[src/vfm_pkg.sv]
// Register map, field layout, timing constants and shared types for the vout fault monitor
package vfm_pkg;
    // Command codes on the management bus
    localparam logic [7:0] CMD_CLEAR_FAULTS = 8'h03;
    localparam logic [7:0] CMD_OV_FAULT_THR = 8'h40;
    localparam logic [7:0] CMD_OV_FAULT_RESP = 8'h41;
    localparam logic [7:0] CMD_OV_WARN_THR = 8'h42;
    localparam logic [7:0] CMD_UV_WARN_THR = 8'h43;
    localparam logic [7:0] CMD_UV_FAULT_THR = 8'h44;
    localparam logic [7:0] CMD_STATUS_WORD = 8'h79;
    localparam logic [7:0] CMD_STATUS_VOUT = 8'h7a;

    // Threshold limits, 2^-13 V per lsb
    localparam logic [15:0] OV_FAULT_MAX = 16'hc000;
    localparam logic [15:0] THR_MAX = 16'hb000;

    // Reset values
    localparam logic [15:0] OV_FAULT_RST = 16'h4ccd;
    localparam logic [15:0] OV_WARN_RST = 16'h228f;
    localparam logic [15:0] UV_WARN_RST = 16'h1c29;
    localparam logic [15:0] UV_FAULT_RST = 16'h0ccd;
    localparam logic [7:0] OV_RESP_RST = 8'hb8;

    // Fault response fields
    localparam int RESP_BEHAV_HI = 7;
    localparam int RESP_BEHAV_LO = 6;
    localparam int RESP_RETRY_HI = 5;
    localparam int RESP_RETRY_LO = 3;
    localparam int RESP_DELAY_HI = 2;
    localparam int RESP_DELAY_LO = 0;
    localparam logic [1:0] BEHAV_DISABLE_RETRY = 2'h2;
    localparam logic [2:0] RETRY_NONE = 3'h0;

    // Status bit positions
    localparam int SW_VOUT_BIT = 15;
    localparam int SW_OV_FAULT_BIT = 5;
    localparam int SV_OV_FAULT_BIT = 7;
    localparam int SV_OV_WARN_BIT = 6;
    localparam int SV_UV_WARN_BIT = 5;
    localparam int SV_UV_FAULT_BIT = 4;

    // Byte engine counts
    localparam logic [3:0] BYTE_BITS = 4'h8;
    localparam logic [3:0] TX_LAST_BIT = 4'h7;
    localparam logic [2:0] CNT_CMD_ONLY = 3'h2;
    localparam logic [2:0] CNT_ONE_DATA = 3'h3;
    localparam logic [2:0] CNT_TWO_DATA = 3'h4;
    localparam logic [2:0] CNT_SAT = 3'h7;

    // Timing
    localparam int RETRY_STEP_MS = 35;
    localparam int CLK_FREQ_KHZ = 100000;
    localparam int RETRY_STEP_CYCLES = RETRY_STEP_MS * CLK_FREQ_KHZ;
    localparam int RETRY_CNT_W = 25;

    typedef struct packed {
        logic [15:0] ov_fault;
        logic [15:0] ov_warn;
        logic [15:0] uv_warn;
        logic [15:0] uv_fault;
    } vfm_thr_t;

    typedef struct packed {
        logic [15:0] vout;
        logic valid;
        logic power_good;
        logic ramping;
    } vfm_sense_t;

    typedef struct packed {
        logic enable_cmd;
        logic bias_ok;
        logic other_shutdown;
    } vfm_ctrl_t;

    typedef enum logic [1:0] {
        RUN_OFF = 2'h0,
        RUN_ON = 2'h1,
        RUN_WAIT = 2'h3,
        RUN_LATCH = 2'h2
    } vfm_run_t;

    typedef enum logic [2:0] {
        BUS_IDLE = 3'h0,
        BUS_RX = 3'h1,
        BUS_RACK = 3'h3,
        BUS_TX = 3'h2,
        BUS_TACK = 3'h6
    } vfm_bus_t;
endpackage

[src/vfm_sync.sv]
// Two flip-flop synchroniser for one pin input
module vfm_sync #(
    parameter logic RST_VAL = 1'b1
) (
    input wire logic clk,
    input wire logic rst_b,
    input wire logic ce,
    input wire logic pin_in,
    output logic pin_sync
);
    import vfm_pkg::*;

    logic meta_r;
    logic meta_nxt;
    logic sync_r;
    logic sync_nxt;

    always_comb begin
        meta_nxt = pin_in;
        sync_nxt = meta_r;
    end

    always_ff @(posedge clk) begin
        if (!rst_b) begin
            meta_r <= RST_VAL;
            sync_r <= RST_VAL;
        end else if (ce) begin
            meta_r <= meta_nxt;
            sync_r <= sync_nxt;
        end
    end

    assign pin_sync = sync_r;
endmodule

[src/vfm_retry_timer.sv]
// Down counter that times the gap between a fault and the next restart
module vfm_retry_timer #(
    parameter int CNT_W = 25
) (
    input wire logic clk,
    input wire logic rst_b,
    input wire logic ce,
    input wire logic load,
    input wire logic [CNT_W-1:0] load_count,
    output logic expired
);
    import vfm_pkg::*;

    logic [CNT_W-1:0] count_r;
    logic [CNT_W-1:0] count_nxt;
    logic expired_r;
    logic expired_nxt;

    if (CNT_W < 2) begin : g_chk
        $error("vfm_retry_timer: CNT_W too small");
    end

    always_comb begin
        count_nxt = count_r;
        if (load) begin
            count_nxt = load_count;
        end else if (count_r != '0) begin
            count_nxt = count_r - 1'b1;
        end
        expired_nxt = ~load & (count_nxt == '0);
    end

    always_ff @(posedge clk) begin
        if (!rst_b) begin
            count_r <= '0;
            expired_r <= 1'b1;
        end else if (ce) begin
            count_r <= count_nxt;
            expired_r <= expired_nxt;
        end
    end

    assign expired = expired_r;
endmodule

[src/vfm_top.sv]
// Output voltage fault monitor with management bus slave and overvoltage retry control
// Operation
// - Thresholds are unsigned 16-bit at 2^-13 V; overvoltage fault spans 0 to 6 V.
// - Out-of-range threshold writes are dropped, keeping the old value.
// - Overvoltage fault sets summary and overvoltage-fault bits and raises the alert.
// - Overvoltage warning sets summary and overvoltage-warning bits and raises the alert.
// - A fast rise through the warning level may leave no warning recorded.
// - Fault response register picks latch-off or endless retry.
// - Retry codes 001-111 keep retrying until off command, bias loss or other shutdown.
// - A retry starts only after the output falls below the warning threshold.
// - Retry spacing is (delay field plus one) times 35 ms.
// - Retry delay is timed from fault detection to each restart.
// - Undervoltage detection is masked while ramping, before power-good, or disabled.
// - Undervoltage fault sets summary and undervoltage-fault bits and raises the alert.
// - Behaviour code 10 disables the output then retries per the retry field.
module vfm_top
    import vfm_pkg::*;
#(
    parameter logic [6:0] DEV_ADDR = 7'h20,
    parameter int RETRY_STEP = vfm_pkg::RETRY_STEP_CYCLES,
    parameter int CNT_W = vfm_pkg::RETRY_CNT_W
) (
    input wire logic clk,
    input wire logic rst_b,
    input wire logic ce,
    input wire logic scl_in,
    input wire logic sda_in,
    output logic sda_out,
    output logic sda_oe,
    output logic alert_request_line_out,
    output logic alert_request_line_oe,
    input wire vfm_pkg::vfm_sense_t sense,
    input wire vfm_pkg::vfm_ctrl_t ctrl,
    output logic output_drive_en
);
    import vfm_pkg::*;

    if (RETRY_STEP < 1 || longint'(RETRY_STEP) * 8 >= (longint'(1) << CNT_W)) begin : g_chk
        $error("vfm_top: RETRY_STEP does not fit the retry counter");
    end

    logic scl_s;
    logic sda_s;

    vfm_sync #(.RST_VAL(1'b1)) u_scl_sync (
        .clk(clk),
        .rst_b(rst_b),
        .ce(ce),
        .pin_in(scl_in),
        .pin_sync(scl_s)
    );

    vfm_sync #(.RST_VAL(1'b1)) u_sda_sync (
        .clk(clk),
        .rst_b(rst_b),
        .ce(ce),
        .pin_in(sda_in),
        .pin_sync(sda_s)
    );

    // Bus engine state
    vfm_bus_t bst_r, bst_nxt;
    logic scl_q_r, scl_q_nxt;
    logic sda_q_r, sda_q_nxt;
    logic [3:0] bit_cnt_r, bit_cnt_nxt;
    logic [2:0] byte_cnt_r, byte_cnt_nxt;
    logic [7:0] sh_r, sh_nxt;
    logic [7:0] tx_r, tx_nxt;
    logic [1:0] tx_idx_r, tx_idx_nxt;
    logic [7:0] cmd_r, cmd_nxt;
    logic [7:0] wlo_r, wlo_nxt;
    logic [7:0] whi_r, whi_nxt;
    logic rd_r, rd_nxt;
    logic addressed_r, addressed_nxt;
    logic tack_ok_r, tack_ok_nxt;
    logic sda_oe_r, sda_oe_nxt;
    logic scl_rise, scl_fall, bus_start, bus_stop;
    logic wr_commit, clr_req;
    logic [15:0] rd_word;
    logic [7:0] rd_byte;

    // Register and status state
    vfm_thr_t thr_r, thr_nxt;
    logic [7:0] resp_r, resp_nxt;
    logic [7:0] sv_r, sv_nxt;
    logic alert_r, alert_nxt;
    logic [15:0] wdata;
    logic [15:0] status_word;
    logic ov_fault_det, ov_warn_det, uv_fault_det, uv_warn_det, uv_mask;

    // Run control state
    vfm_run_t run_r, run_nxt;
    logic drive_r, drive_nxt;
    logic off_req, retry_mode, tmr_load, tmr_expired, below_warn;
    logic [CNT_W-1:0] retry_load;

    assign scl_rise = scl_s & ~scl_q_r;
    assign scl_fall = ~scl_s & scl_q_r;
    assign bus_start = scl_s & scl_q_r & sda_q_r & ~sda_s;
    assign bus_stop = scl_s & scl_q_r & ~sda_q_r & sda_s;
    assign wdata = {whi_r, wlo_r};

    always_comb begin
        status_word = 16'h0000;
        status_word[SW_VOUT_BIT] = |sv_r;
        status_word[SW_OV_FAULT_BIT] = sv_r[SV_OV_FAULT_BIT];
        case (cmd_r)
            CMD_OV_FAULT_THR: rd_word = thr_r.ov_fault;
            CMD_OV_FAULT_RESP: rd_word = {8'h00, resp_r};
            CMD_OV_WARN_THR: rd_word = thr_r.ov_warn;
            CMD_UV_WARN_THR: rd_word = thr_r.uv_warn;
            CMD_UV_FAULT_THR: rd_word = thr_r.uv_fault;
            CMD_STATUS_WORD: rd_word = status_word;
            CMD_STATUS_VOUT: rd_word = {8'h00, sv_r};
            default: rd_word = 16'h0000;
        endcase
        case (tx_idx_r)
            2'h0: rd_byte = rd_word[7:0];
            2'h1: rd_byte = rd_word[15:8];
            default: rd_byte = 8'h00;
        endcase
    end

    // Byte engine; start and stop override any bit in progress
    always_comb begin
        bst_nxt = bst_r;
        scl_q_nxt = scl_s;
        sda_q_nxt = sda_s;
        bit_cnt_nxt = bit_cnt_r;
        byte_cnt_nxt = byte_cnt_r;
        sh_nxt = sh_r;
        tx_nxt = tx_r;
        tx_idx_nxt = tx_idx_r;
        cmd_nxt = cmd_r;
        wlo_nxt = wlo_r;
        whi_nxt = whi_r;
        rd_nxt = rd_r;
        addressed_nxt = addressed_r;
        tack_ok_nxt = tack_ok_r;
        sda_oe_nxt = sda_oe_r;
        wr_commit = 1'b0;
        clr_req = 1'b0;
        if (bus_stop) begin
            bst_nxt = BUS_IDLE;
            sda_oe_nxt = 1'b0;
            addressed_nxt = 1'b0;
            if (addressed_r && !rd_r) begin
                wr_commit = 1'b1;
                clr_req = (byte_cnt_r == CNT_CMD_ONLY) && (cmd_r == CMD_CLEAR_FAULTS);
            end
        end else if (bus_start) begin
            bst_nxt = BUS_RX;
            bit_cnt_nxt = 4'h0;
            byte_cnt_nxt = 3'h0;
            sda_oe_nxt = 1'b0;
            addressed_nxt = 1'b0;
        end else begin
            case (bst_r)
                BUS_RX: begin
                    if (scl_rise && bit_cnt_r != BYTE_BITS) begin
                        sh_nxt = {sh_r[6:0], sda_s};
                        bit_cnt_nxt = bit_cnt_r + 4'h1;
                    end else if (scl_fall && bit_cnt_r == BYTE_BITS) begin
                        bit_cnt_nxt = 4'h0;
                        if (byte_cnt_r != CNT_SAT) begin
                            byte_cnt_nxt = byte_cnt_r + 3'h1;
                        end
                        bst_nxt = BUS_RACK;
                        sda_oe_nxt = 1'b1;
                        case (byte_cnt_r)
                            3'h0: begin
                                if (sh_r[7:1] == DEV_ADDR) begin
                                    addressed_nxt = 1'b1;
                                    rd_nxt = sh_r[0];
                                    tx_idx_nxt = 2'h0;
                                end else begin
                                    bst_nxt = BUS_IDLE;
                                    sda_oe_nxt = 1'b0;
                                end
                            end
                            3'h1: cmd_nxt = sh_r;
                            3'h2: wlo_nxt = sh_r;
                            3'h3: whi_nxt = sh_r;
                            default: ;
                        endcase
                    end
                end
                BUS_RACK, BUS_TACK: begin
                    if (bst_r == BUS_TACK && scl_rise) begin
                        tack_ok_nxt = ~sda_s;
                    end else if (scl_fall) begin
                        sda_oe_nxt = 1'b0;
                        bst_nxt = BUS_RX;
                        bit_cnt_nxt = 4'h0;
                        if (bst_r == BUS_TACK && !tack_ok_r) begin
                            bst_nxt = BUS_IDLE;
                        end else if (rd_r) begin
                            tx_nxt = rd_byte;
                            sda_oe_nxt = ~rd_byte[7];
                            bst_nxt = BUS_TX;
                            if (tx_idx_r != 2'h3) begin
                                tx_idx_nxt = tx_idx_r + 2'h1;
                            end
                        end
                    end
                end
                BUS_TX: begin
                    if (scl_fall) begin
                        if (bit_cnt_r == TX_LAST_BIT) begin
                            sda_oe_nxt = 1'b0;
                            tack_ok_nxt = 1'b0;
                            bst_nxt = BUS_TACK;
                        end else begin
                            tx_nxt = {tx_r[6:0], 1'b0};
                            sda_oe_nxt = ~tx_r[6];
                            bit_cnt_nxt = bit_cnt_r + 4'h1;
                        end
                    end
                end
                default: bst_nxt = BUS_IDLE;
            endcase
        end
    end

    always_ff @(posedge clk) begin
        if (!rst_b) begin
            bst_r <= BUS_IDLE;
            scl_q_r <= 1'b1;
            sda_q_r <= 1'b1;
            bit_cnt_r <= 4'h0;
            byte_cnt_r <= 3'h0;
            sh_r <= 8'h00;
            tx_r <= 8'h00;
            tx_idx_r <= 2'h0;
            cmd_r <= 8'h00;
            wlo_r <= 8'h00;
            whi_r <= 8'h00;
            rd_r <= 1'b0;
            addressed_r <= 1'b0;
            tack_ok_r <= 1'b0;
            sda_oe_r <= 1'b0;
        end else if (ce) begin
            bst_r <= bst_nxt;
            scl_q_r <= scl_q_nxt;
            sda_q_r <= sda_q_nxt;
            bit_cnt_r <= bit_cnt_nxt;
            byte_cnt_r <= byte_cnt_nxt;
            sh_r <= sh_nxt;
            tx_r <= tx_nxt;
            tx_idx_r <= tx_idx_nxt;
            cmd_r <= cmd_nxt;
            wlo_r <= wlo_nxt;
            whi_r <= whi_nxt;
            rd_r <= rd_nxt;
            addressed_r <= addressed_nxt;
            tack_ok_r <= tack_ok_nxt;
            sda_oe_r <= sda_oe_nxt;
        end
    end

    // Registers, detection and sticky status; a write needs its exact byte count
    always_comb begin
        thr_nxt = thr_r;
        resp_nxt = resp_r;
        if (wr_commit) begin
            case (cmd_r)
                CMD_OV_FAULT_RESP: begin
                    if (byte_cnt_r == CNT_ONE_DATA) begin
                        resp_nxt = wlo_r;
                    end
                end
                CMD_OV_FAULT_THR: begin
                    if (byte_cnt_r == CNT_TWO_DATA && wdata <= OV_FAULT_MAX) begin
                        thr_nxt.ov_fault = wdata;
                    end
                end
                CMD_OV_WARN_THR: begin
                    if (byte_cnt_r == CNT_TWO_DATA && wdata <= THR_MAX) begin
                        thr_nxt.ov_warn = wdata;
                    end
                end
                CMD_UV_WARN_THR: begin
                    if (byte_cnt_r == CNT_TWO_DATA && wdata <= THR_MAX) begin
                        thr_nxt.uv_warn = wdata;
                    end
                end
                CMD_UV_FAULT_THR: begin
                    if (byte_cnt_r == CNT_TWO_DATA && wdata <= THR_MAX) begin
                        thr_nxt.uv_fault = wdata;
                    end
                end
                default: ;
            endcase
        end
        // Unsigned compares on the same 2^-13 V scale as the sample
        ov_fault_det = sense.valid && (sense.vout > thr_r.ov_fault);
        // Only samples that land above the level count, so a fast edge can miss it
        ov_warn_det = sense.valid && (sense.vout > thr_r.ov_warn);
        uv_mask = sense.ramping | ~sense.power_good | ~drive_r;
        uv_fault_det = sense.valid && !uv_mask && (sense.vout < thr_r.uv_fault);
        uv_warn_det = sense.valid && !uv_mask && (sense.vout < thr_r.uv_warn);
        // Clear first, then sets, so a same-cycle event survives
        sv_nxt = clr_req ? 8'h00 : sv_r;
        sv_nxt[SV_OV_FAULT_BIT] = sv_nxt[SV_OV_FAULT_BIT] | ov_fault_det;
        sv_nxt[SV_OV_WARN_BIT] = sv_nxt[SV_OV_WARN_BIT] | ov_warn_det;
        sv_nxt[SV_UV_WARN_BIT] = sv_nxt[SV_UV_WARN_BIT] | uv_warn_det;
        sv_nxt[SV_UV_FAULT_BIT] = sv_nxt[SV_UV_FAULT_BIT] | uv_fault_det;
        alert_nxt = |sv_nxt;
    end

    always_ff @(posedge clk) begin
        if (!rst_b) begin
            thr_r <= '{OV_FAULT_RST, OV_WARN_RST, UV_WARN_RST, UV_FAULT_RST};
            resp_r <= OV_RESP_RST;
            sv_r <= 8'h00;
            alert_r <= 1'b0;
        end else if (ce) begin
            thr_r <= thr_nxt;
            resp_r <= resp_nxt;
            sv_r <= sv_nxt;
            alert_r <= alert_nxt;
        end
    end

    // Overvoltage response and restart sequencing
    assign retry_load = CNT_W'(
        (int'(resp_r[RESP_DELAY_HI:RESP_DELAY_LO]) + 1) * RETRY_STEP);

    vfm_retry_timer #(.CNT_W(CNT_W)) u_retry_timer (
        .clk(clk),
        .rst_b(rst_b),
        .ce(ce),
        .load(tmr_load),
        .load_count(retry_load),
        .expired(tmr_expired)
    );

    always_comb begin
        off_req = ~ctrl.enable_cmd | ~ctrl.bias_ok | ctrl.other_shutdown;
        retry_mode = (resp_r[RESP_BEHAV_HI:RESP_BEHAV_LO] == BEHAV_DISABLE_RETRY) &&
            (resp_r[RESP_RETRY_HI:RESP_RETRY_LO] != RETRY_NONE);
        // Relies on the warning level sitting under the fault level
        below_warn = sense.valid && (sense.vout < thr_r.ov_warn);
        run_nxt = run_r;
        tmr_load = 1'b0;
        case (run_r)
            RUN_OFF: begin
                if (!off_req) begin
                    run_nxt = RUN_ON;
                end
            end
            RUN_ON: begin
                if (off_req) begin
                    run_nxt = RUN_OFF;
                end else if (ov_fault_det) begin
                    tmr_load = retry_mode;
                    run_nxt = retry_mode ? RUN_WAIT : RUN_LATCH;
                end
            end
            RUN_WAIT: begin
                if (off_req) begin
                    run_nxt = RUN_OFF;
                end else if (tmr_expired && below_warn) begin
                    run_nxt = RUN_ON;
                end
            end
            RUN_LATCH: begin
                // Latched off until faults are cleared or the output is cycled
                if (off_req || clr_req) begin
                    run_nxt = RUN_OFF;
                end
            end
            default: run_nxt = RUN_OFF;
        endcase
        drive_nxt = (run_nxt == RUN_ON);
    end

    always_ff @(posedge clk) begin
        if (!rst_b) begin
            run_r <= RUN_OFF;
            drive_r <= 1'b0;
        end else if (ce) begin
            run_r <= run_nxt;
            drive_r <= drive_nxt;
        end
    end

    // Open-drain pins only ever pull low
    assign sda_out = 1'b0;
    assign sda_oe = sda_oe_r;
    assign alert_request_line_out = 1'b0;
    assign alert_request_line_oe = alert_r;
    assign output_drive_en = drive_r;
endmodule

[config.mk]
export PLATFORM = sky130hd
export DESIGN_NAME = vfm_top
export DESIGN_NICKNAME = d
export VERILOG_FILES = /design/src/vfm_pkg.sv /design/src/vfm_sync.sv /design/src/vfm_retry_timer.sv /design/src/vfm_top.sv
export SDC_FILE = /design/constraint.sdc
export NUM_CORES = 1
export LEC_CHECK = 0
export BUFFER_PORTS_ARGS = -buffer_cell sky130_fd_sc_hd__buf_2
export CORE_AREA = 2 2 147 206
export CTS_CLUSTER_DIAMETER = 40
export DETAILED_ROUTE_END_ITERATION = 7
export DIE_AREA = 0 0 149 208
export SLEW_MARGIN = 15
export SYNTH_ARGS = -nofsm -noshare
export SYNTH_HDL_FRONTEND = slang
export SYNTH_HIERARCHICAL = 1
export SYNTH_SLANG_ARGS = --single-unit
export TNS_END_PERCENT = 20
[constraint.sdc]
create_clock -name clk -period 5.2 [get_ports clk]
set_clock_uncertainty 0.05 [all_clocks]
set_input_delay 0.52 -clock clk [delete_from_list [all_inputs] [get_ports clk]]
set_output_delay 0.52 -clock clk [all_outputs]
set_load 0.05 [all_outputs]
==> metrics.txt <==
status completed; Synth cell types 89; die footprint roughly 31000 sq um; Cell Area, Synth 11500 sq um; Overflow after GRT 0; gr usage total 21.2%; R2R depth 18; RSZ-0062 raised after global routing false; Rows 74; FFs w/ async S/R, synth 0%; RR Startpoint resp_r[0]$_SDFFE_PN0P_; CTS tree done; Area contributors post-synth dfxtp_1, ha_1, mux2i_1; drt first pass iters 5; final instance area roughly 12000 sq um; global-route wire length before repair around 52000 um; Rel. slew slack between 20 and 25%; area leader, netlist dfxtp_1; DP HPWL approximately 24000 um; clock-pin slew on the worst setup and hold paths around 0.07 ns; 1st-iter DRT viols just over 600; fmax between 200 and 250 MHz; area of the core 29100 sq um; most used cell along the critical path inv_1; reg2reg setup slack between 0.3 and 0.4 ns; ratio of cells with drive above 1 in the final layout around 9.0%; crit path DAT roughly 5.2 ns; H-Tree Depth 4; register area share after synthesis ~30%; most instantiated cells after synthesis dfxtp_1, nand2_1, mux2i_1, nor2_1; Die Ht about 210 um; ANT cells 0; WS Path Type reg -> reg; worst skew pair latency approximately 0.46 ns; Hold Crit Start scl_in; post-synth top area share about 30%; Crit Path Max Fanout 5; Slew Viols, Final 0; Slew @ Worst Pin around 1.2 ns; Area growth syn-to-layout 8.73%; crit path cell chain buf_4 -> inv_1 -> ha_4 -> inv_1 -> fa_2 -> inv_1 -> fa_1 -> ha_1 -> nor2b_1 -> or3_1 -> a31oi_2 -> o21ai_1 -> a211o_1 -> nand4_1 -> o311ai_0 -> mux2_2 -> or3_1 -> o31ai_2; CP startpoint resp_r[0]$_SDFFE_PN0P_; PwrDens ~360 nW/um^2; Fin. Hold Viols 0; Final Setup Violations 0; WL per Instance about 18 um; Root Driver clkbuf_16; crit start category register; WHS Path Cells 3; fin crit period approximately 4.9 ns; Fin Setup TNS 0 ns; Worst VDD drop around 0.28 mV; RePlAce Congestion 0.897; WP buf/inv 4; vias in the first global route approximately 9600; Post-Synthesis Cells roughly 1400; final WL approximately 32000 um; antenna violations before repair 0; pre-CTS WS roughly 0.12 ns; Pleak between 5 and 6 nW; CP Data Required Time about 5.5 ns; PnR worst setup slack 0.319 ns; final core occ between 40% and 50%; largest net degree at the start of global routing between 80 and 90; ANT nets after route 0; Max-Cap Viols 0; #FFs+latches synth 171; io pins 32; syn avg cell area 8.36 sq um; Post-synth EDFFs 0; DR vias/cell 5.56; DRC errors left 0; Post-synth top flop dfxtp_1; delay-heaviest family, CP adder cells; CTS max path bufs 2; CTS Buf Count 17; Port Buf Inserts 29; YS warnings 6; Initial Util between 30% and 40%; clock sink count approximately 170; Final nets 1507; r2r endpoint u_retry_timer/expired$_SDFFE_PN1P_; Period Utilization, post-route a little over nine tenths; top-count cell post-synth dfxtp_1; max incr delay on CP between 0.5 and 0.6 ns; CP max stage cell fa_2; via count between 9000 and 10000; placed cell area around 12000 sq um; die width 149 um; hold endpoint u_scl_sync/meta_r$_SDFFE_PN1P_; critical path endpoint category register; hold crit path type in -> reg
through the flow:
stage | cells | hold WS (ns) | power (mW)
after floorplan | 1379 | 0.382 | 2.96
after global placement | 1731 | 0.389 | 3.25
after detailed placement | 1731 | 0.396 | 3.27
after CTS | 1763 | 0.219 | 4.53
after global routing | 1763 | 0.261 | 4.78
final | 1763 | 0.233 | 4.50
layer usage:
layer	vias to the layer above	routed length (um)	global-route usage, %
li1	4888	-	-
met1	4650	13600	25.2
met2	215	16100	37.1
met3	52	1200	2.79
met4	0	1330	10.5
met5	-	0	0
cell usage in the layout (no fill, tap or decap), types with 15 or more instances in the layout:
master,n
dfxtp_1,169
nand2_1,125
mux2i_1,110
nor2_1,109
inv_1,101
ha_1,101
a21oi_1,74
o21ai_0,70
nor2b_1,37
nor3_1,32
buf_2,29
o211ai_1,22
a22oi_1,21
xnor2_1,20
nand3_1,17
o22ai_1,17
clkbuf_16,17
nand4_1,16
and3_1,15
nand2b_1,15
where the power goes:
part	leakage (nW)	internal, mW	total [mW]	switching [mW]
registers	1.38	1.39	1.51	0.114
logic	3.68	0.733	1.73	0.998
clock network	0.279	0.689	1.26	0.572
total	5.34	2.82	4.50	1.68
logic make-up (layout without fill, tap and decap cells):
family          after synthesis  in the layout  synth area share (%)
fa+ha+maj                   110            110                  12.5
xor+xnor                     31             31                  2.36
buf+inv                     176            180                  6.60
mux                         120            120                  10.8
other cells                   1              7                0.0327
compound gates              313            313                  17.9
flops                       171            171                  29.8
simple gates                451            451                  20.0
registers in the layout, summed over array words and instances (netlist names), 2 cells and up:
signal                 cells
thr_r                     64
run_r                      2
sv_r                       8
tx_r                       7
u_retry_timer/count_r     25
whi_r                      8
tx_idx_r                   2
bst_r                      3
bit_cnt_r                  4
byte_cnt_r                 3
resp_r                     8
wlo_r                      8
cmd_r                      8
sh_r                       8
worst max path at each step:
stage,slack [ns],depth (start not counted),to
CTS,0.08,18,u_retry_timer/expired$_SDFFE_PN1P_
global route,0.04,18,u_retry_timer/expired$_SDFFE_PN1P_
floorplan,0.30,17,u_retry_timer/expired$_SDFFE_PN1P_
global placement,0.19,18,u_retry_timer/expired$_SDFFE_PN1P_
detailed placement,0.12,18,u_retry_timer/expired$_SDFFE_PN1P_
finish,0.32,18,u_retry_timer/expired$_SDFFE_PN1P_
timing repair:
| action | CTS | global route |
|---|---|---|
| buffers inserted | 0 | 0 |
| hold buffers | 0 | 0 |
| endpoints found under the setup margin | 0 | 3 |
| resized for setup | 0 | 11 |
cell type report:
type	instances	area, sq um
Clock buffer	20	457
Clock inverter	12	111
Fill cell	2964	16600
Inverter	105	394
Multi-Input combinational cell	1032	7370
Sequential cell	171	3430
Tap cell	380	475
Timing Repair Buffer	43	250
worst reg2reg max path, cell delays in order, from the launching register on:
cell and delay [ns]:
dfxtp_2 0.38, buf_4 0.15, inv_1 0.07, ha_4 0.29, inv_1 0.07, fa_2 0.57
inv_1 0.09, fa_1 0.50, ha_1 0.37, nor2b_1 0.16, or3_1 0.33, a31oi_2 0.20
o21ai_1 0.16, a211o_1 0.32, nand4_1 0.10, o311ai_0 0.11, mux2_2 0.29, or3_1 0.39
o31ai_2 0.21
No activity file was read; power rests on OpenSTA's default activity.
